**src/hw/nvs_pkg.sv**
```systemverilog
// Package of constants for the host-side shadowed memory controller
package nvs_pkg;
    localparam int ADDR_W = 13;                        // Address pins
    localparam int DATA_W = 8;                         // Data pins
    localparam logic [12:0] SEQ_A1 = 13'h0000;         // Sequence step one
    localparam logic [12:0] SEQ_A2 = 13'h1555;         // Sequence step two
    localparam logic [12:0] SEQ_A3 = 13'h0AAA;         // Sequence step three
    localparam logic [12:0] SEQ_A4 = 13'h1FFF;         // Sequence step four
    localparam logic [12:0] SEQ_A5 = 13'h10F0;         // Sequence step five
    localparam logic [12:0] SEQ_SAVE = 13'h0F0F;       // Sixth step, save
    localparam logic [12:0] SEQ_RESTORE = 13'h0F0E;    // Sixth step, restore
    localparam logic [2:0] SEQ_LAST = 3'h5;            // Index of the sixth step
    localparam int CLK_NS = 100;                       // Clock period in ns
    // Pin phase timing in ns (cycle figures derived, least times round up)
    localparam int SETUP_NS = 100;
    localparam int STROBE_NS = 200;
    localparam int HOLD_NS = 100;
    localparam int SETUP_CYC = (SETUP_NS + CLK_NS - 1) / CLK_NS;
    localparam int STROBE_CYC = (STROBE_NS + CLK_NS - 1) / CLK_NS;
    localparam int HOLD_CYC = (HOLD_NS + CLK_NS - 1) / CLK_NS;
    // Busy times of the device after save or restore, in ns
    localparam int SAVE_DURATION_NS = 10000000;
    localparam int RESTORE_DURATION_NS = 20000;
    localparam int SAVE_CYC = (SAVE_DURATION_NS + CLK_NS - 1) / CLK_NS;
    localparam int RESTORE_CYC = (RESTORE_DURATION_NS + CLK_NS - 1) / CLK_NS;
    localparam int CNT_W = 20;                         // Wait counter width
    // Host commands
    typedef enum logic [1:0] {
        NVS_OP_READ = 2'h0,
        NVS_OP_WRITE = 2'h1,
        NVS_OP_SAVE = 2'h2,
        NVS_OP_RESTORE = 2'h3
    } nvs_op_e;
endpackage : nvs_pkg

```
**src/hw/nvs_seq_rom.sv**
```systemverilog
// Address table of the six-read command sequence
`timescale 1ns/100ps
module nvs_seq_rom (
    input wire logic [2:0] step,
    input wire logic restore,
    output logic [12:0] addr
);
    ////////////////////////////////////////////////////////////////////////
    // Step lookup, last step chooses save or restore address
    always_comb begin
        case (step)
            3'h0: addr = nvs_pkg::SEQ_A1;
            3'h1: addr = nvs_pkg::SEQ_A2;
            3'h2: addr = nvs_pkg::SEQ_A3;
            3'h3: addr = nvs_pkg::SEQ_A4;
            3'h4: addr = nvs_pkg::SEQ_A5;
            default: addr = restore ? nvs_pkg::SEQ_RESTORE : nvs_pkg::SEQ_SAVE;
        endcase
    end
endmodule : nvs_seq_rom

```
**src/hw/nvs_host.sv**
```systemverilog
// Host controller driving an asynchronous shadowed static memory
`timescale 1ns/100ps
module nvs_host #(
    parameter int SAVE_WAIT = nvs_pkg::SAVE_CYC,       // Cycles of save busy
    parameter int RESTORE_WAIT = nvs_pkg::RESTORE_CYC  // Cycles of restore busy
) (
    input wire logic sys_clk,
    input wire logic sys_rst,
    input wire logic clk_en,
    input wire logic req_valid,
    input wire nvs_pkg::nvs_op_e req_op,
    input wire logic [12:0] req_addr,
    input wire logic [7:0] req_wdata,
    output logic req_ready,
    output logic rsp_valid,
    output logic [7:0] rsp_rdata,
    output logic [12:0] addr_pins,
    output logic chip_select_n,
    output logic write_strobe_n,
    output logic output_drive_n,
    input wire logic [7:0] data_pins_i,
    output logic [7:0] data_pins_o,
    output logic data_pins_oe
);
    ////////////////////////////////////////////////////////////////////////
    // Phase machine
    typedef enum logic [2:0] {
        NVS_IDLE = 3'b000,
        NVS_SETUP = 3'b001,
        NVS_STROBE = 3'b010,
        NVS_HOLD = 3'b011,
        NVS_BUSY = 3'b100
    } nvs_state_e;

    nvs_state_e state_q, state_d;      // Current phase
    logic [19:0] cnt_q, cnt_d;         // Phase and busy counter
    logic is_write_q, is_write_d;      // Access is a write
    logic is_seq_q, is_seq_d;          // Access is a sequence step
    logic restore_q, restore_d;        // Sequence ends in restore
    logic [2:0] step_q, step_d;        // Sequence step index
    logic [12:0] addr_q, addr_d;       // Address pins
    logic cs_n_q, cs_n_d;              // Select pin
    logic we_n_q, we_n_d;              // Strobe pin
    logic oe_n_q, oe_n_d;              // Output drive pin
    logic [7:0] wdat_q, wdat_d;        // Write data
    logic doe_q, doe_d;                // Data pin enable
    logic ready_q, ready_d;            // Request accepted when high
    logic rv_q, rv_d;                  // Answer pulse
    logic [7:0] rdat_q, rdat_d;        // Captured read data
    logic [7:0] din_s1_q, din_s2_q;    // Data pin synchroniser
    logic [12:0] seq_addr;             // Address of next step

    // Sequence address lookup
    // Looks one step ahead so the next address is ready as a step ends
    nvs_seq_rom u_rom (
        .step(step_q + 3'h1),
        .restore(restore_q),
        .addr(seq_addr)
    );

    // Count of cycles, cut to counter width
    function automatic logic [19:0] cyc(input int n);
        cyc = 20'(n);
    endfunction : cyc

    ////////////////////////////////////////////////////////////////////////
    // Next-state logic
    always_comb begin
        state_d = state_q;
        cnt_d = cnt_q;
        is_write_d = is_write_q;
        is_seq_d = is_seq_q;
        restore_d = restore_q;
        step_d = step_q;
        addr_d = addr_q;
        cs_n_d = cs_n_q;
        we_n_d = we_n_q;
        oe_n_d = oe_n_q;
        wdat_d = wdat_q;
        doe_d = doe_q;
        ready_d = ready_q;
        rv_d = 1'b0;
        rdat_d = rdat_q;
        case (state_q)
            NVS_IDLE: begin
                // Accept one request; select, strobe and output drive pins idle high
                if (req_valid && ready_q) begin
                    ready_d = 1'b0;
                    cnt_d = cyc(nvs_pkg::SETUP_CYC);
                    state_d = NVS_SETUP;
                    is_write_d = (req_op == nvs_pkg::NVS_OP_WRITE);
                    is_seq_d = (req_op == nvs_pkg::NVS_OP_SAVE) || (req_op == nvs_pkg::NVS_OP_RESTORE);
                    restore_d = (req_op == nvs_pkg::NVS_OP_RESTORE);
                    step_d = 3'h0;
                    wdat_d = req_wdata;
                    addr_d = is_seq_d ? nvs_pkg::SEQ_A1 : req_addr;
                end
            end
            NVS_SETUP: begin
                if (cnt_q <= 20'h00001) begin
                    cs_n_d = 1'b0;
                    cnt_d = cyc(nvs_pkg::STROBE_CYC);
                    state_d = NVS_STROBE;
                    if (is_write_q) begin
                        we_n_d = 1'b0;
                        doe_d = 1'b1;
                    end else if (!is_seq_q) begin
                        oe_n_d = 1'b0;
                    end
                end else begin
                    cnt_d = cnt_q - 20'h00001;
                end
            end
            NVS_STROBE: begin
                if (cnt_q <= 20'h00001) begin
                    // Controls rise together; the byte is still in the synchroniser
                    cs_n_d = 1'b1;
                    we_n_d = 1'b1;
                    oe_n_d = 1'b1;
                    cnt_d = cyc(nvs_pkg::HOLD_CYC);
                    state_d = NVS_HOLD;
                end else begin
                    cnt_d = cnt_q - 20'h00001;
                end
            end
            NVS_HOLD: begin
                if (cnt_q <= 20'h00001) begin
                    doe_d = 1'b0;
                    if (is_seq_q && step_q != nvs_pkg::SEQ_LAST) begin
                        step_d = step_q + 3'h1;
                        addr_d = seq_addr;
                        cnt_d = cyc(nvs_pkg::SETUP_CYC);
                        state_d = NVS_SETUP;
                    end else if (is_seq_q) begin
                        // wait out the save or restore busy time
                        cnt_d = restore_q ? cyc(RESTORE_WAIT) : cyc(SAVE_WAIT);
                        state_d = NVS_BUSY;
                    end else begin
                        // two-flop lag shows the byte seen before the rise
                        if (!is_write_q) begin
                            rdat_d = din_s2_q;
                        end
                        rv_d = 1'b1;
                        ready_d = 1'b1;
                        state_d = NVS_IDLE;
                    end
                end else begin
                    cnt_d = cnt_q - 20'h00001;
                end
            end
            NVS_BUSY: begin
                if (cnt_q <= 20'h00001) begin
                    rv_d = 1'b1;
                    ready_d = 1'b1;
                    is_seq_d = 1'b0;
                    state_d = NVS_IDLE;
                end else begin
                    cnt_d = cnt_q - 20'h00001;
                end
            end
            default: begin
                state_d = NVS_IDLE;
            end
        endcase
    end

    ////////////////////////////////////////////////////////////////////////
    // State registers; clock enable freezes everything
    always_ff @(posedge sys_clk) begin
        if (sys_rst) begin
            state_q <= NVS_IDLE;
            cnt_q <= 20'h00000;
            is_write_q <= 1'b0;
            is_seq_q <= 1'b0;
            restore_q <= 1'b0;
            step_q <= 3'h0;
            addr_q <= 13'h0000;
            cs_n_q <= 1'b1;
            we_n_q <= 1'b1;
            oe_n_q <= 1'b1;
            wdat_q <= 8'h00;
            doe_q <= 1'b0;
            ready_q <= 1'b1;
            rv_q <= 1'b0;
            rdat_q <= 8'h00;
            din_s1_q <= 8'h00;
            din_s2_q <= 8'h00;
        end else if (clk_en) begin
            state_q <= state_d;
            cnt_q <= cnt_d;
            is_write_q <= is_write_d;
            is_seq_q <= is_seq_d;
            restore_q <= restore_d;
            step_q <= step_d;
            addr_q <= addr_d;
            cs_n_q <= cs_n_d;
            we_n_q <= we_n_d;
            oe_n_q <= oe_n_d;
            wdat_q <= wdat_d;
            doe_q <= doe_d;
            ready_q <= ready_d;
            rv_q <= rv_d;
            rdat_q <= rdat_d;
            // Pins come from outside the clock domain
            din_s1_q <= data_pins_i;
            din_s2_q <= din_s1_q;
        end
    end

    // Outputs straight from flip-flops
    assign req_ready = ready_q;
    assign rsp_valid = rv_q;
    assign rsp_rdata = rdat_q;
    assign addr_pins = addr_q;
    assign chip_select_n = cs_n_q;
    assign write_strobe_n = we_n_q;
    assign output_drive_n = oe_n_q;
    assign data_pins_o = wdat_q;
    assign data_pins_oe = doe_q;
endmodule : nvs_host

```
**config.mk**
```make
export PLATFORM = sky130hd
export DESIGN_NAME = nvs_host
export DESIGN_NICKNAME = d
export VERILOG_FILES = /design/src/hw/nvs_pkg.sv /design/src/hw/nvs_seq_rom.sv /design/src/hw/nvs_host.sv
export SDC_FILE = /design/constraint.sdc
export NUM_CORES = 1
export LEC_CHECK = 0
export BUFFER_PORTS_ARGS = -buffer_cell sky130_fd_sc_hd__buf_2
export CAP_MARGIN = 20
export CORE_MARGIN = 4
export CORE_UTILIZATION = 60
export DETAILED_ROUTE_END_ITERATION = 12
export GPL_ROUTABILITY_DRIVEN = 0
export HOLD_SLACK_MARGIN = 0.02
export PLACE_DENSITY = 0.94
export SLEW_MARGIN = 20
export SYNTH_ARGS = -nofsm -noshare
export SYNTH_HDL_FRONTEND = slang
export SYNTH_SLANG_ARGS = --single-unit
```
**constraint.sdc**
```tcl
create_clock -name sys_clk -period 7.5 [get_ports sys_clk]
set_clock_uncertainty 0.15 [all_clocks]
set_input_delay 0 -clock sys_clk [delete_from_list [all_inputs] [get_ports sys_clk]]
set_output_delay 0 -clock sys_clk [all_outputs]
set_load 0.01 [all_outputs]
```
==> results of run 1 <==
-- repair_timing --
item,CTS,global route
endpoints found under the hold margin,32,0
setup endpoints to repair,0,0
hold buffers,41,0
-- cells in the final DEF, fill, tap and decap left out, types with 2 or more instances in the layout --
cell and instances:
sky130_fd_sc_hd__nor4_1 9, sky130_fd_sc_hd__a31oi_1 3, sky130_fd_sc_hd__xnor2_1 9, sky130_fd_sc_hd__a211oi_1 5, sky130_fd_sc_hd__nand3_1 15, sky130_fd_sc_hd__nand4_1 3
sky130_fd_sc_hd__inv_6 5, sky130_fd_sc_hd__dlygate4sd3_1 41, sky130_fd_sc_hd__o31a_1 2, sky130_fd_sc_hd__dfxtp_1 80, sky130_fd_sc_hd__o21a_1 2, sky130_fd_sc_hd__o21bai_1 2
sky130_fd_sc_hd__buf_4 2, sky130_fd_sc_hd__xor2_1 5, sky130_fd_sc_hd__a21o_1 2, sky130_fd_sc_hd__and2_1 2, sky130_fd_sc_hd__or4_1 3, sky130_fd_sc_hd__inv_1 10
sky130_fd_sc_hd__a22o_1 3, sky130_fd_sc_hd__clkbuf_8 10, sky130_fd_sc_hd__mux2i_1 27, sky130_fd_sc_hd__buf_2 69, sky130_fd_sc_hd__a21oi_1 40, sky130_fd_sc_hd__o211ai_1 3
sky130_fd_sc_hd__a2111oi_0 2, sky130_fd_sc_hd__o21ai_0 28, sky130_fd_sc_hd__nor3_1 12, sky130_fd_sc_hd__or2_2 2, sky130_fd_sc_hd__and3_1 3, sky130_fd_sc_hd__o31ai_1 4
sky130_fd_sc_hd__or3_1 4, sky130_fd_sc_hd__nor2_1 72, sky130_fd_sc_hd__nand2_1 52, sky130_fd_sc_hd__ha_1 7
-- power by group through the flow --
| stage | Sequential [mW] | Combinational, mW | Clock, mW |
|---|---|---|---|
| global route | 0.545 | 0.711 | 0.328 |
| CTS | 0.535 | 0.610 | 0.312 |
| detailed placement | 0.544 | 0.586 | 0 |
| finish | 0.540 | 0.667 | 0.314 |
| global placement | 0.539 | 0.574 | 0 |
| floorplan | 0.537 | 0.467 | 0 |
-- worst register-to-register path, stage by stage, from the launching register on --
cell and delay (ns):
sky130_fd_sc_hd__dfxtp_1 0.35, sky130_fd_sc_hd__or3_4 0.42, sky130_fd_sc_hd__or3_1 0.49, sky130_fd_sc_hd__or3_2 0.64, sky130_fd_sc_hd__nor4_1 0.81, sky130_fd_sc_hd__a21oi_1 0.18, sky130_fd_sc_hd__o21ai_0 0.24
-- kinds of logic (layout without fill, tap and decap cells) --
| family | Yosys count | after routing | synth area share (%) |
|---|---|---|---|
| AOI/OAI and AO/OA | 107 | 107 | 17.19 |
| DFF | 80 | 80 | 42.55 |
| adders and majority gates | 7 | 7 | 2.327 |
| buffers and inverters | 33 | 138 | 3.757 |
| muxes | 27 | 27 | 7.181 |
| and+or+nand+nor | 190 | 190 | 23.74 |
| xor gates and xnor gates | 14 | 14 | 3.258 |
-- metal layers --
layer  GRT usage, %  routed length, um  up-vias
met4          21.48                915        0
met2          55.97               6005      327
met1          37.57               4446     1840
li1               -                  -     1820
met3          9.650               1091      127
met5              0                  0        -
-- layout make-up --
type,instances,area share [%]
Clock inverter,6,1.036
Timing Repair Buffer,112,16.36
Clock buffer,10,2.922
Sequential cell,80,34.00
Inverter,10,0.7968
Tap cell,75,1.992
Multi-Input combinational cell,345,42.90
-- sequential cells by signal, summed over array words and instances, names as in the netlist, 3 cells and up --
register / count
data_pins_o: 8
din_s2_q: 8
state_q: 3
rsp_rdata: 8
cnt_q: 20
din_s1_q: 8
addr_pins: 13
step_q: 3
-- worst max path at each step --
stage	endpoint	depth (start not counted)
floorplan	rsp_rdata[0]	8
global placement	rsp_rdata[5]	6
detailed placement	rsp_rdata[7]	6
CTS	rsp_rdata[7]	6
global route	cnt_q[5]	6
finish	cnt_q[5]	6
==> qor.json, run 1 <==
{
  "critPathBufInv": 0,
  "crit_path_start_kind": "flip-flop",
  "cts_max_level": 3,
  "origin_of_the_worst_setup_path": "cnt_q[11]",
  "finalHoldWorstSlack_ns": 0.05544,
  "ff2ff_setup_slack_ns": 4.14,
  "power.share.switching_pct": 43.54,
  "most_area_hungry_cell_type_in_the_yosys_netlist": "sky130_fd_sc_hd__dfxtp_1",
  "synth.most_common_cell": "sky130_fd_sc_hd__dfxtp_1",
  "utilization_pct": 78.63,
  "min-delay-start": "clk_en",
  "postPlaceCellArea_mm2": 0.004114,
  "power.density_mw_per_mm2": 322.9,
  "initial_core_util_pct": 62.82,
  "postCtsSetupBuffers": 0,
  "ys_top_cells_by_area": "sky130_fd_sc_hd__dfxtp_1, sky130_fd_sc_hd__mux2i_1, sky130_fd_sc_hd__nor2_1, sky130_fd_sc_hd__a21oi_1, sky130_fd_sc_hd__nand2_1",
  "setup_viol": 0,
  "tritoncts_clock_tree": "built",
  "clkSlewWorstSetupHoldPaths_ns": 0.09,
  "multiInputGateArea_mm2": 0.002021,
  "finish.net_count": 600,
  "crit_end_element": "flip-flop",
  "initialDrtViolationCount": 568,
  "routed_via_density": 6.448,
  "crit_arrival_ns": 3.50,
  "drv.max_cap_violation_count": 0,
  "p_sw_uw": 662.2,
  "postSynth.topFlopCell": "sky130_fd_sc_hd__dfxtp_1",
  "sequential_power_share_pct": 35.5,
  "status": "complete, no violations",
  "max-clock-path-buffers": 2,
  "synthesis.area_per_instance_um2": 8.217,
  "io_buffer_count": 69,
  "synth_area_mm2": 0.003764,
  "yosys_warnings": 0,
  "timing.final.max_slew_violations": 0,
  "routed_wire_length_per_instance_um": 19.53,
  "ios": 70,
  "clock_insertion_delay_worst_skew_ns": 0.38,
  "tns_ns": 0,
  "critPathMaxStageDelay_ns": 0.81,
  "floorplan.core_area_mm2": 0.005991,
  "cts_made_buffers": 9,
  "comb_power_share_pct": 43.8,
  "via_count": 4114,
  "fin_area_mm2": 0.004711,
  "final_hold_viol_count": 0,
  "postRouteAntennaNets": 0,
  "min_period_over_period_pct": 44.79,
  "synth_nets": 500,
  "grt_first_pass_wirelength_um": 20000,
  "area_growth_pct": 25.17,
  "layout.area.seq_mm2": 0.001602,
  "instances_no_fill": 638,
  "critical_path_peak_fanout": 10,
  "netlist_instances": 458,
  "worstPathCellList": "or3_4, or3_1, or3_2, nor4_1, a21oi_1, o21ai_0",
  "fmaxAchievable_ghz": 0.2977,
  "post-dp-hpwl_um": 6759,
  "first_global_vias": 4104,
  "p_clk_share_pct": 20.7,
  "drt_first_pass_iters": 7,
  "cts-resized-gates": 0,
  "dp_slack_ns": 4.390,
  "diodes": 0,
  "regToRegStartpoint": "cnt_q[11]",
  "cts.root.buffer_cell": "sky130_fd_sc_hd__clkbuf_8",
  "fillers": 304,
  "worstMarginPinSlew_ns": 1.088,
  "largest_net_degree_at_the_start_of_global_routing": 53,
  "hold_path_class": "in -> reg",
  "grtUsageTotal_pct": 33.66,
  "worstPathRequired_ns": 7.64,
  "clock_sinks": 80,
  "power.leakage_nw": 1.974,
  "regToRegEndpoint": "cnt_q[5]",
  "p_int_uw": 858.9,
  "critPathSlowestCell": "sky130_fd_sc_hd__nor4_1",
  "drive_above_1_share_pct": 17.41,
  "critPathTopFamily": "simple AND/OR/NAND/NOR gates",
  "worst_slew_margin_rel_pct": 26.81,
  "synth-async-reset-ratio_pct": 0,
  "routed_wl_um": 12460,
  "initial_antenna_violation_count": 0,
  "synthTopCellsByCount": "sky130_fd_sc_hd__dfxtp_1, sky130_fd_sc_hd__nor2_1, sky130_fd_sc_hd__nand2_1",
  "rsz0062_at_grt": "no",
  "finalWorstSetupSlack_ns": 4.141,
  "numPlacedInstances": 581,
  "timing.hold.worst_path_depth": 3,
  "finalPower_mw": 1.521,
  "row_count": 28,
  "synth_seq_cells": 80,
  "timing.final.crit_period_ns": 3.359,
  "detail_route.drc_violations": 0,
  "synth_edf_count": 0,
  "vdd_ir_drop_max_mv": 0.2568,
  "design.die.area_mm2": 0.007604,
  "grt.overflow.total": 0,
  "post-synth-top-area-fraction_pct": 42.55,
  "worstHoldEndpoint": "state_q[1]",
  "timing.setup.critical_path_class": "reg -> reg",
  "dieHeight_um": 87.20,
  "synth.yosys.seq_area_share_pct": 42.55,
  "rr_worst_depth": 6,
  "dieWidth_um": 87.20,
  "ys_types": 57
}
Power figures use the tool's default switching activity.
==> run 2: changes to the inputs <==
Settings changed: CORE_UTILIZATION 60 to 55, PLACE_DENSITY 0.94 to 0.88.
Clock period 7.5 ns to 3.4 ns, I/O delays scaled along.
==> qor.json, run 2 (synthesis gave the netlist of run 1 again) <==
{
  "fmaxAchievable": {"value": 0.3279, "unit": "GHz", "change": "was 0.2977 GHz"},
  "crit_end_element": {"value": "flip-flop", "change": "unchanged"},
  "grt_first_pass_wirelength": {"value": 19230, "unit": "um", "change": "was 20,000 um"},
  "timing.setup.critical_path_class": {"value": "reg -> reg", "change": "unchanged"},
  "comb_power_share": {"value": 43.6, "unit": "%", "change": "was 43.8%"},
  "critPathBufInv": {"value": 1, "change": "was 0"},
  "p_int": {"value": 1.884, "unit": "mW", "change": "was 858.9 uW"},
  "cp_common_cell": "sky130_fd_sc_hd__a21oi_1",
  "most-common-layout-cells": {"value": "sky130_fd_sc_hd__dfxtp_1, sky130_fd_sc_hd__nor2_1, sky130_fd_sc_hd__buf_2", "change": "unchanged"},
  "postRouteAntennaNets": {"value": 0, "change": "unchanged"},
  "routed_via_density": {"value": 6.317, "change": "was 6.448"},
  "drt_first_pass_iters": {"value": 7, "change": "unchanged"},
  "critPathTopFamily": {"value": "simple AND/OR/NAND/NOR gates", "change": "unchanged"},
  "design.die.area": {"value": 0.008230, "unit": "mm^2", "change": "was 0.007604 mm^2"},
  "initialDrtViolationCount": {"value": 604, "change": "was 568"},
  "drive_above_1_share": {"value": 18.50, "unit": "%", "change": "was 17.41%"},
  "top_layer_used": {"value": "met4", "change": "unchanged"},
  "p_clk_share": {"value": 20.6, "unit": "%", "change": "was 20.7%"},
  "cts_made_buffers": {"value": 9, "change": "unchanged"},
  "numPlacedInstances": {"value": 591, "change": "was 581"},
  "finalWorstSetupSlack": {"value": 0.3499, "unit": "ns", "change": "was 4.141 ns"},
  "timing.final.max_slew_violations": {"value": 0, "change": "unchanged"},
  "power.leakage": {"value": 2.018, "unit": "nW", "change": "was 1.974 nW"},
  "power.density": {"value": 691.6, "unit": "mW/mm^2", "change": "was 322.9 mW/mm^2"},
  "clock_sinks": {"value": 80, "change": "unchanged"},
  "min_period_over_period": {"value": 89.71, "unit": "%", "change": "was 44.79%"},
  "multiInputGateArea": {"value": 0.002021, "unit": "mm^2", "change": "unchanged"},
  "crit_arrival": {"value": 3.17, "unit": "ns", "change": "was 3.50 ns"},
  "wl_met2": {"value": 5459, "unit": "um", "change": "was 6005 um"},
  "finish.net_count": {"value": 610, "change": "was 600"},
  "final_hold_viol_count": {"value": 0, "change": "unchanged"},
  "met3WireLength": {"value": 1070, "unit": "um", "change": "was 1091 um"},
  "fillers": {"value": 427, "change": "was 304"},
  "p_sw": {"value": 1.431, "unit": "mW", "change": "was 662.2 uW"},
  "power.share.switching": {"value": 43.16, "unit": "%", "change": "was 43.54%"},
  "dp_slack": {"value": 0.5117, "unit": "ns", "change": "was 4.390 ns"},
  "tritoncts_clock_tree": {"value": "built", "change": "unchanged"},
  "floorplan.core_area": {"value": 0.006495, "unit": "mm^2", "change": "was 0.005991 mm^2"},
  "max-clock-path-buffers": {"value": 2, "change": "unchanged"},
  "instances_no_fill": {"value": 650, "change": "was 638"},
  "vdd_ir_drop_max": {"value": 0.5035, "unit": "mV", "change": "was 0.2568 mV"},
  "worstPathRequired": {"value": 3.52, "unit": "ns", "change": "was 7.64 ns"},
  "tns": {"value": 0, "unit": "ns", "change": "unchanged"},
  "critical_path_peak_fanout": {"value": 21, "change": "was 10"},
  "worst_slew_margin_rel": {"value": 43.58, "unit": "%", "change": "was 26.81%"},
  "clock_insertion_delay_worst_skew": {"value": 0.36, "unit": "ns", "change": "was 0.38 ns"},
  "crit_path_start_kind": {"value": "flip-flop", "change": "unchanged"},
  "first_global_vias": {"value": 4002, "change": "was 4,104"},
  "initial_core_util": {"value": 57.95, "unit": "%", "change": "was 62.82%"},
  "post-dp-hpwl": {"value": 6416, "unit": "um", "change": "was 6759 um"},
  "max_flop_register": {"value": "cnt_q", "change": "unchanged"},
  "dieWidth": {"value": 90.72, "unit": "um", "change": "was 87.20 um"},
  "setup_viol": {"value": 0, "change": "unchanged"},
  "via_count": {"value": 4106, "change": "was 4,114"},
  "io_buffer_count": {"value": 69, "change": "unchanged"},
  "sequential_power_share": {"value": 35.7, "unit": "%", "change": "was 35.5%"},
  "row_count": {"value": 29, "change": "was 28"},
  "critPathMaxStageDelay": {"value": 0.66, "unit": "ns", "change": "was 0.81 ns"},
  "detail_route.drc_violations": {"value": 0, "change": "unchanged"},
  "layout.cells.most_common": {"value": "sky130_fd_sc_hd__dfxtp_1", "change": "unchanged"},
  "drv.max_cap_violation_count": {"value": 0, "change": "unchanged"},
  "finalHoldWorstSlack": {"value": 0.1769, "unit": "ns", "change": "was 0.05544 ns"},
  "dieHeight": {"value": 90.72, "unit": "um", "change": "was 87.20 um"},
  "worstMarginPinSlew": {"value": 0.8250, "unit": "ns", "change": "was 1.088 ns"},
  "layout.area.seq": {"value": 0.001602, "unit": "mm^2", "change": "unchanged"},
  "routed_wire_length_per_instance": {"value": 17.65, "unit": "um", "change": "was 19.53 um"},
  "diodes": {"value": 0, "change": "unchanged"},
  "timing.final.crit_period": {"value": 3.050, "unit": "ns", "change": "was 3.359 ns"},
  "postCtsSetupBuffers": {"value": 0, "change": "unchanged"},
  "rsz0062_at_grt": {"value": "no", "change": "unchanged"},
  "initial_antenna_violation_count": {"value": 0, "change": "unchanged"},
  "cts.root.buffer_cell": {"value": "sky130_fd_sc_hd__clkbuf_8", "change": "unchanged"},
  "grt.overflow.total": {"value": 0, "change": "unchanged"},
  "routed_wl": {"value": 11470, "unit": "um", "change": "was 12,460 um"},
  "critPathSlowestCell": {"value": "sky130_fd_sc_hd__or3_2", "change": "was sky130_fd_sc_hd__nor4_1"},
  "largest_reg_flops": {"value": 20, "change": "unchanged"},
  "ios": {"value": 70, "change": "unchanged"},
  "hold_path_class": {"value": "in -> reg", "change": "unchanged"},
  "largest_net_degree_at_the_start_of_global_routing": {"value": 52, "change": "was 53"},
  "cts_max_level": {"value": 3, "change": "unchanged"},
  "clkSlewWorstSetupHoldPaths": {"value": 0.09, "unit": "ns", "change": "about the same"},
  "grtUsageTotal": {"value": 28.24, "unit": "%", "change": "was 33.66%"},
  "detail_route.wirelength.met1": {"value": 4310, "unit": "um", "change": "was 4446 um"},
  "status": {"value": "complete, no violations", "change": "unchanged"},
  "area_growth": {"value": 27.36, "unit": "%", "change": "was 25.17%"},
  "worstPathCellList": {"value": "nor4_1, nand2_1, or3_2, a21oi_1, buf_4, o21ai_0, a21oi_1", "change": "was or3_4, or3_1, or3_2, nor4_1, a21oi_1, o21ai_0"}
}
## run 2: changes by cell type in the layout (fill, tap and decap cells not counted)
cell	delta
sky130_fd_sc_hd__buf_4	+8
sky130_fd_sc_hd__clkinv_4	+2
sky130_fd_sc_hd__dlygate4sd3_1	+2
sky130_fd_sc_hd__inv_6	-2
sky130_fd_sc_hd__clkbuf_8	-1
sky130_fd_sc_hd__clkinv_2	-1
sky130_fd_sc_hd__clkinvlp_4	+1
sky130_fd_sc_hd__inv_8	+1
## run 2: cell type report
class                   instances  share of cell area, %
repair buffers                122                  17.75
multi-input cells             345                  42.16
flip-flops and latches         80                  33.41
well taps                      77                  2.010
clock buffers                   9                  2.584
inverters                      10                 0.7831
clock inverters                 7                  1.305
## run 2: repair_timing
action,in CTS,in global routing
hold endpoints to repair,38,0
hold buffers,43,0
resized for setup,0,0
## run 2: final timing paths
kind | from | to | slack (ns) | cells after the start
worst max-delay path | cnt_q[4] | addr_pins[3] | 0.35 | 7
worst min-delay path | req_valid | state_q[2] | 0.18 | 4
worst max register to register | cnt_q[4] | addr_pins[3] | 0.35 | 7
worst min register to register | data_pins_o[3] | data_pins_o[3] | 0.31 | 2
## run 2: power by group through the flow
stage	clock, mW	sequential, mW	combinational (mW)
finish	0.684	1.18	1.45
global route	0.737	1.20	1.56
CTS	0.680	1.17	1.35
detailed placement	0	1.19	1.29
global placement	0	1.19	1.27
floorplan	0	1.19	1.03
## run 2: metal layers
metal / track usage, % / up-vias
li1: - / 1838
met1: 33.71 / 1915
met2: 45.83 / 275
met3: 7.333 / 78
met4: 16.07 / 0
met5: 0 / -
## run 2: per-stage QoR
step           cell area, um^2  util (%)  total power [mW]
6_report                  4793     73.80             3.315
5_1_grt                   4793     73.80             3.499
4_1_cts                   4793     73.80             3.201
3_5_place_dp              4177     64.30             2.489
3_3_place_gp              4177     64.30             2.456
2_1_floorplan             3764         -             2.215
## run 2: tightest hold or removal path: cells and delay by family
kind / cells / cell delay [ns]
AND/OR/NAND/NOR: 1 / 0.28
AO/OA/AOI/OAI: 2 / 0.26
buffers and inverters: 1 / 0.09
==> run 3: changes to the inputs <==
Settings changed: ABC_AREA from default to 1, CORE_UTILIZATION 55 to 56, PLACE_DENSITY 0.88 to 0.89.
==> qor.json, run 3 <==
{
  "postPlaceCellArea": {"value": 0.004469, "unit": "mm^2", "change": "was 0.004177 mm^2"},
  "largest_reg_flops": {"value": 20, "change": "unchanged"},
  "routed_via_density": {"value": 5.641, "change": "was 6.317"},
  "final_hold_viol_count": {"value": 0, "change": "unchanged"},
  "layout.cells.most_common": {"value": "sky130_fd_sc_hd__nand2_1", "change": "was sky130_fd_sc_hd__dfxtp_1"},
  "hold_path_class": {"value": "in -> reg", "change": "unchanged"},
  "crit_arrival": {"value": 3.34, "unit": "ns", "change": "was 3.17 ns"},
  "postCtsSetupBuffers": {"value": 0, "change": "unchanged"},
  "fillers": {"value": 512, "change": "was 427"},
  "rr_worst_depth": {"value": 8, "change": "was 7"},
  "area_growth": {"value": 25.74, "unit": "%", "change": "was 27.36%"},
  "dieWidth": {"value": 93.49, "unit": "um", "change": "was 90.72 um"},
  "status": {"value": "complete, no violations", "change": "unchanged"},
  "max_flop_register": {"value": "cnt_q", "change": "unchanged"},
  "io_buffer_count": {"value": 69, "change": "unchanged"},
  "synthTopCellsByCount": {"value": "sky130_fd_sc_hd__nand2_1, sky130_fd_sc_hd__nor2_1, sky130_fd_sc_hd__dfxtp_1", "change": "was sky130_fd_sc_hd__dfxtp_1, sky130_fd_sc_hd__nor2_1, sky130_fd_sc_hd__nand2_1"},
  "synth-async-reset-ratio": {"value": 0, "unit": "%", "change": "unchanged"},
  "grtUsageTotal": {"value": 28.46, "unit": "%", "change": "was 28.24%"},
  "drv.max_cap_violation_count": {"value": 0, "change": "unchanged"},
  "finalWorstSetupSlack": {"value": 0.1773, "unit": "ns", "change": "was 0.3499 ns"},
  "post_cts_hold_buffer_count": {"value": 46, "change": "was 43"},
  "power.leakage": {"value": 2.428, "unit": "nW", "change": "was 2.018 nW"},
  "cts.root.buffer_cell": {"value": "sky130_fd_sc_hd__clkbuf_8", "change": "unchanged"},
  "synth_simple_gate_area_share": {"value": 31.00, "unit": "%", "change": "was 23.74%"},
  "detail_route.drc_violations": {"value": 0, "change": "unchanged"},
  "drt_first_pass_iters": {"value": 6, "change": "was 7"},
  "yosys_warnings": {"value": 0, "change": "unchanged"},
  "post-dp-hpwl": {"value": 7160, "unit": "um", "change": "was 6416 um"},
  "post-synth-top-area-fraction": {"value": 39.13, "unit": "%", "change": "was 42.55%"},
  "timing.setup.critical_path_class": {"value": "in -> reg", "change": "was reg -> reg"},
  "synth-compound-area-share": {"value": 17.27, "unit": "%", "change": "was 17.19%"},
  "fin_area": {"value": 0.005146, "unit": "mm^2", "change": "was 0.004793 mm^2"},
  "synth_nets": {"value": 628, "change": "was 500"},
  "grt_first_pass_wirelength": {"value": 19800, "unit": "um", "change": "was 19,230 um"},
  "postSynth.topFlopCell": {"value": "sky130_fd_sc_hd__dfxtp_1", "change": "unchanged"},
  "postRouteAntennaNets": {"value": 0, "change": "unchanged"},
  "initial_antenna_violation_count": {"value": 0, "change": "unchanged"},
  "cts-resized-gates": {"value": 0, "change": "unchanged"},
  "clock_insertion_delay_worst_skew": {"value": 0.38, "unit": "ns", "change": "was 0.36 ns"},
  "first_global_vias": {"value": 4280, "change": "was 4,002"},
  "crit_path_start_kind": {"value": "input pin", "change": "was flip-flop"},
  "clock_sinks": {"value": 80, "change": "unchanged"},
  "most-common-layout-cells": {"value": "sky130_fd_sc_hd__nand2_1, sky130_fd_sc_hd__nor2_1, sky130_fd_sc_hd__dfxtp_1", "change": "was sky130_fd_sc_hd__dfxtp_1, sky130_fd_sc_hd__nor2_1, sky130_fd_sc_hd__buf_2"},
  "critPathSlowestCell": {"value": "sky130_fd_sc_hd__dlygate4sd3_1", "change": "was sky130_fd_sc_hd__or3_2"},
  "via_count": {"value": 4479, "change": "was 4,106"},
  "synth.yosys.seq_area_share": {"value": 39.13, "unit": "%", "change": "was 42.55%"},
  "synthesis.area_per_instance": {"value": 6.984, "unit": "um^2", "change": "was 8.217 um^2"},
  "row_count": {"value": 30, "change": "was 29"},
  "worstMarginPinSlew": {"value": 0.4979, "unit": "ns", "change": "was 0.8250 ns"},
  "finish.net_count": {"value": 736, "change": "was 610"},
  "min_period_over_period": {"value": 94.79, "unit": "%", "change": "was 89.71%"},
  "synth.most_common_cell": {"value": "sky130_fd_sc_hd__nand2_1", "change": "was sky130_fd_sc_hd__dfxtp_1"},
  "critical_path_peak_fanout": {"value": 21, "change": "unchanged"},
  "netlist_instances": {"value": 586, "change": "was 458"},
  "initialDrtViolationCount": {"value": 496, "change": "was 604"},
  "cts_max_level": {"value": 3, "change": "unchanged"},
  "synth_xor_area_share": {"value": 2.354, "unit": "%", "change": "was 3.258%"},
  "critPathMaxStageDelay": {"value": 0.58, "unit": "ns", "change": "was 0.66 ns"},
  "routed_wire_length_per_instance": {"value": 15.17, "unit": "um", "change": "was 17.65 um"},
  "timing.final.crit_period": {"value": 3.223, "unit": "ns", "change": "was 3.050 ns"},
  "initial_core_util": {"value": 58.94, "unit": "%", "change": "was 57.95%"},
  "ys_top_cells_by_area": {"value": "sky130_fd_sc_hd__dfxtp_1, sky130_fd_sc_hd__nand2_1, sky130_fd_sc_hd__nor2_1, sky130_fd_sc_hd__o21ai_0, sky130_fd_sc_hd__a21oi_1", "change": "was sky130_fd_sc_hd__dfxtp_1, sky130_fd_sc_hd__mux2i_1, sky130_fd_sc_hd__nor2_1, sky130_fd_sc_hd__a21oi_1, sky130_fd_sc_hd__nand2_1"},
  "cp_common_cell": {"value": "sky130_fd_sc_hd__dlygate4sd3_1", "change": "was sky130_fd_sc_hd__a21oi_1"},
  "power.density": {"value": 1064, "unit": "mW/mm^2", "change": "was 691.6 mW/mm^2"},
  "timing.final.max_slew_violations": {"value": 0, "change": "unchanged"},
  "ios": {"value": 70, "change": "unchanged"},
  "grt.overflow.total": {"value": 0, "change": "unchanged"},
  "tritoncts_clock_tree": {"value": "built", "change": "unchanged"},
  "routed_wl": {"value": 12040, "unit": "um", "change": "was 11,470 um"},
  "vdd_ir_drop_max": {"value": 0.5615, "unit": "mV", "change": "was 0.5035 mV"},
  "diodes": {"value": 0, "change": "unchanged"},
  "dp_slack": {"value": 1.058, "unit": "ns", "change": "was 0.5117 ns"},
  "worstPathCellList": {"value": "dlygate4sd3_1, buf_2, inv_2, nor2_1, inv_1, nor2_2, inv_1, a21oi_1, dlygate4sd3_1, a211oi_1, dlygate4sd3_1", "change": "was nor4_1, nand2_1, or3_2, a21oi_1, buf_4, o21ai_0, a21oi_1"},
  "clkSlewWorstSetupHoldPaths": {"value": 0.08, "unit": "ns", "change": "was 0.09 ns"},
  "synth_top_family_by_area": {"value": "simple AND/OR/NAND/NOR gates", "change": "unchanged"},
  "origin_of_the_worst_setup_path": {"value": "clk_en", "change": "was cnt_q[4]"},
  "largest_net_degree_at_the_start_of_global_routing": {"value": 49, "change": "was 52"},
  "design.die.area": {"value": 0.008740, "unit": "mm^2", "change": "was 0.008230 mm^2"},
  "worstPathRequired": {"value": 3.52, "unit": "ns", "change": "about the same"},
  "floorplan.core_area": {"value": 0.006944, "unit": "mm^2", "change": "was 0.006495 mm^2"},
  "cts_made_buffers": {"value": 9, "change": "unchanged"},
  "synth_seq_cells": {"value": 80, "change": "unchanged"},
  "crit_end_element": {"value": "flip-flop", "change": "unchanged"},
  "max-clock-path-buffers": {"value": 2, "change": "unchanged"},
  "dieHeight": {"value": 93.49, "unit": "um", "change": "was 90.72 um"},
  "worst_slew_margin_rel": {"value": 66.46, "unit": "%", "change": "was 43.58%"},
  "most_area_hungry_cell_type_in_the_yosys_netlist": {"value": "sky130_fd_sc_hd__dfxtp_1", "change": "unchanged"},
  "drive_above_1_share": {"value": 19.48, "unit": "%", "change": "was 18.50%"},
  "synth_area": {"value": 0.004093, "unit": "mm^2", "change": "was 0.003764 mm^2"},
  "tns": {"value": 0, "unit": "ns", "change": "unchanged"},
  "timing.hold.worst_path_depth": {"value": 7, "change": "was 4"},
  "rsz0062_at_grt": {"value": "no", "change": "unchanged"},
  "setup_viol": {"value": 0, "change": "unchanged"},
  "fmaxAchievable": {"value": 0.3103, "unit": "GHz", "change": "was 0.3279 GHz"},
  "ys_types": {"value": 35, "change": "was 57"},
  "synth_edf_count": {"value": 0, "change": "unchanged"},
  "regToRegStartpoint": {"value": "state_q[0]", "change": "was cnt_q[4]"},
  "synth.mux.area_fraction": {"value": 0, "unit": "%", "change": "was 7.181%"},
  "min-delay-start": {"value": "req_valid", "change": "unchanged"},
  "synth_fa_ha_area_share": {"value": 2.140, "unit": "%", "change": "was 2.327%"}
}
## run 3: cell count changes in the layout (fill, tap and decap cells not counted), moves of 7 or more
cell                      previous run  this run
sky130_fd_sc_hd__a21oi_1            40        53
sky130_fd_sc_hd__buf_4              10         1
sky130_fd_sc_hd__inv_1              10        50
sky130_fd_sc_hd__inv_2               0         8
sky130_fd_sc_hd__mux2i_1            27         0
sky130_fd_sc_hd__nand2_1            52       104
sky130_fd_sc_hd__nand2_2             0         7
sky130_fd_sc_hd__nand3_1            15        28
sky130_fd_sc_hd__nor2_1             72        96
sky130_fd_sc_hd__nor2_2              0        14
sky130_fd_sc_hd__nor3_1             12         4
sky130_fd_sc_hd__nor4_1              9         1
sky130_fd_sc_hd__o21ai_0            28        63
## run 3: power by group
group / leakage [nW] / total [mW] / switching, mW / internal (mW)
combinational: 1.67 / 3.32 / 2.25 / 1.07
clock: 0.102 / 0.795 / 0.381 / 0.414
sequential: 0.654 / 1.36 / 0.196 / 1.16
## run 3: path summary, 6_finish.rpt
path / end / slack, ns
min: data_pins_o[4] / 0.08
max reg2reg: restore_q / 0.32
min reg2reg: rsp_rdata[0] / 0.30
max: restore_q / 0.18
## run 3: per-layer routing
| metal | global-route usage (%) | wire, um | part of all wire (%) |
|---|---|---|---|
| met1 | 31.82 | 4587 | 38 |
| met2 | 48.60 | 5978 | 50 |
| met4 | 16.73 | 630 | 5.2 |
| met3 | 7.160 | 847 | 7.0 |
| met5 | 0 | 0 | 0 |
## run 3: area by class of cell
class,instances,area (um^2),area share (%)
flip-flops and latches,80,1602,31.12
well taps,96,120.1,2.334
repair buffers,116,813.3,15.80
inverters,61,235.2,4.571
clock buffers,9,123.9,2.407
clock inverters,6,92.59,1.799
multi-input cells,426,2160,41.96
## run 3: cell families (layout without fill, tap and decap cells)
logic type,Yosys count,count (layout)
and+or+nand+nor,274,274
AOI/OAI and AO/OA,134,134
DFF,80,80
buffers and inverters,80,192
xor gates and xnor gates,11,11
adders and majority gates,7,7
## run 3: worst max-delay path: cells and delay by family
family	cells	cell delay (ns)
simple gates	2	0.50
compound gates	2	0.24
buf+inv	7	2.59
## run 3: metrics by stage
step / util (%) / total power [mW] / hold slack [ns] / std cells
final: 74.11 / 5.473 / 0.08276 / 794
after global routing: 74.11 / 5.906 / 0.1074 / 794
after CTS: 74.11 / 5.353 / 0.03645 / 794
after detailed placement: 64.36 / 4.493 / 0.07772 / 733
after global placement: 64.36 / 4.383 / 0.07216 / 733
after floorplan: - / 3.884 / -0.07153 / 586
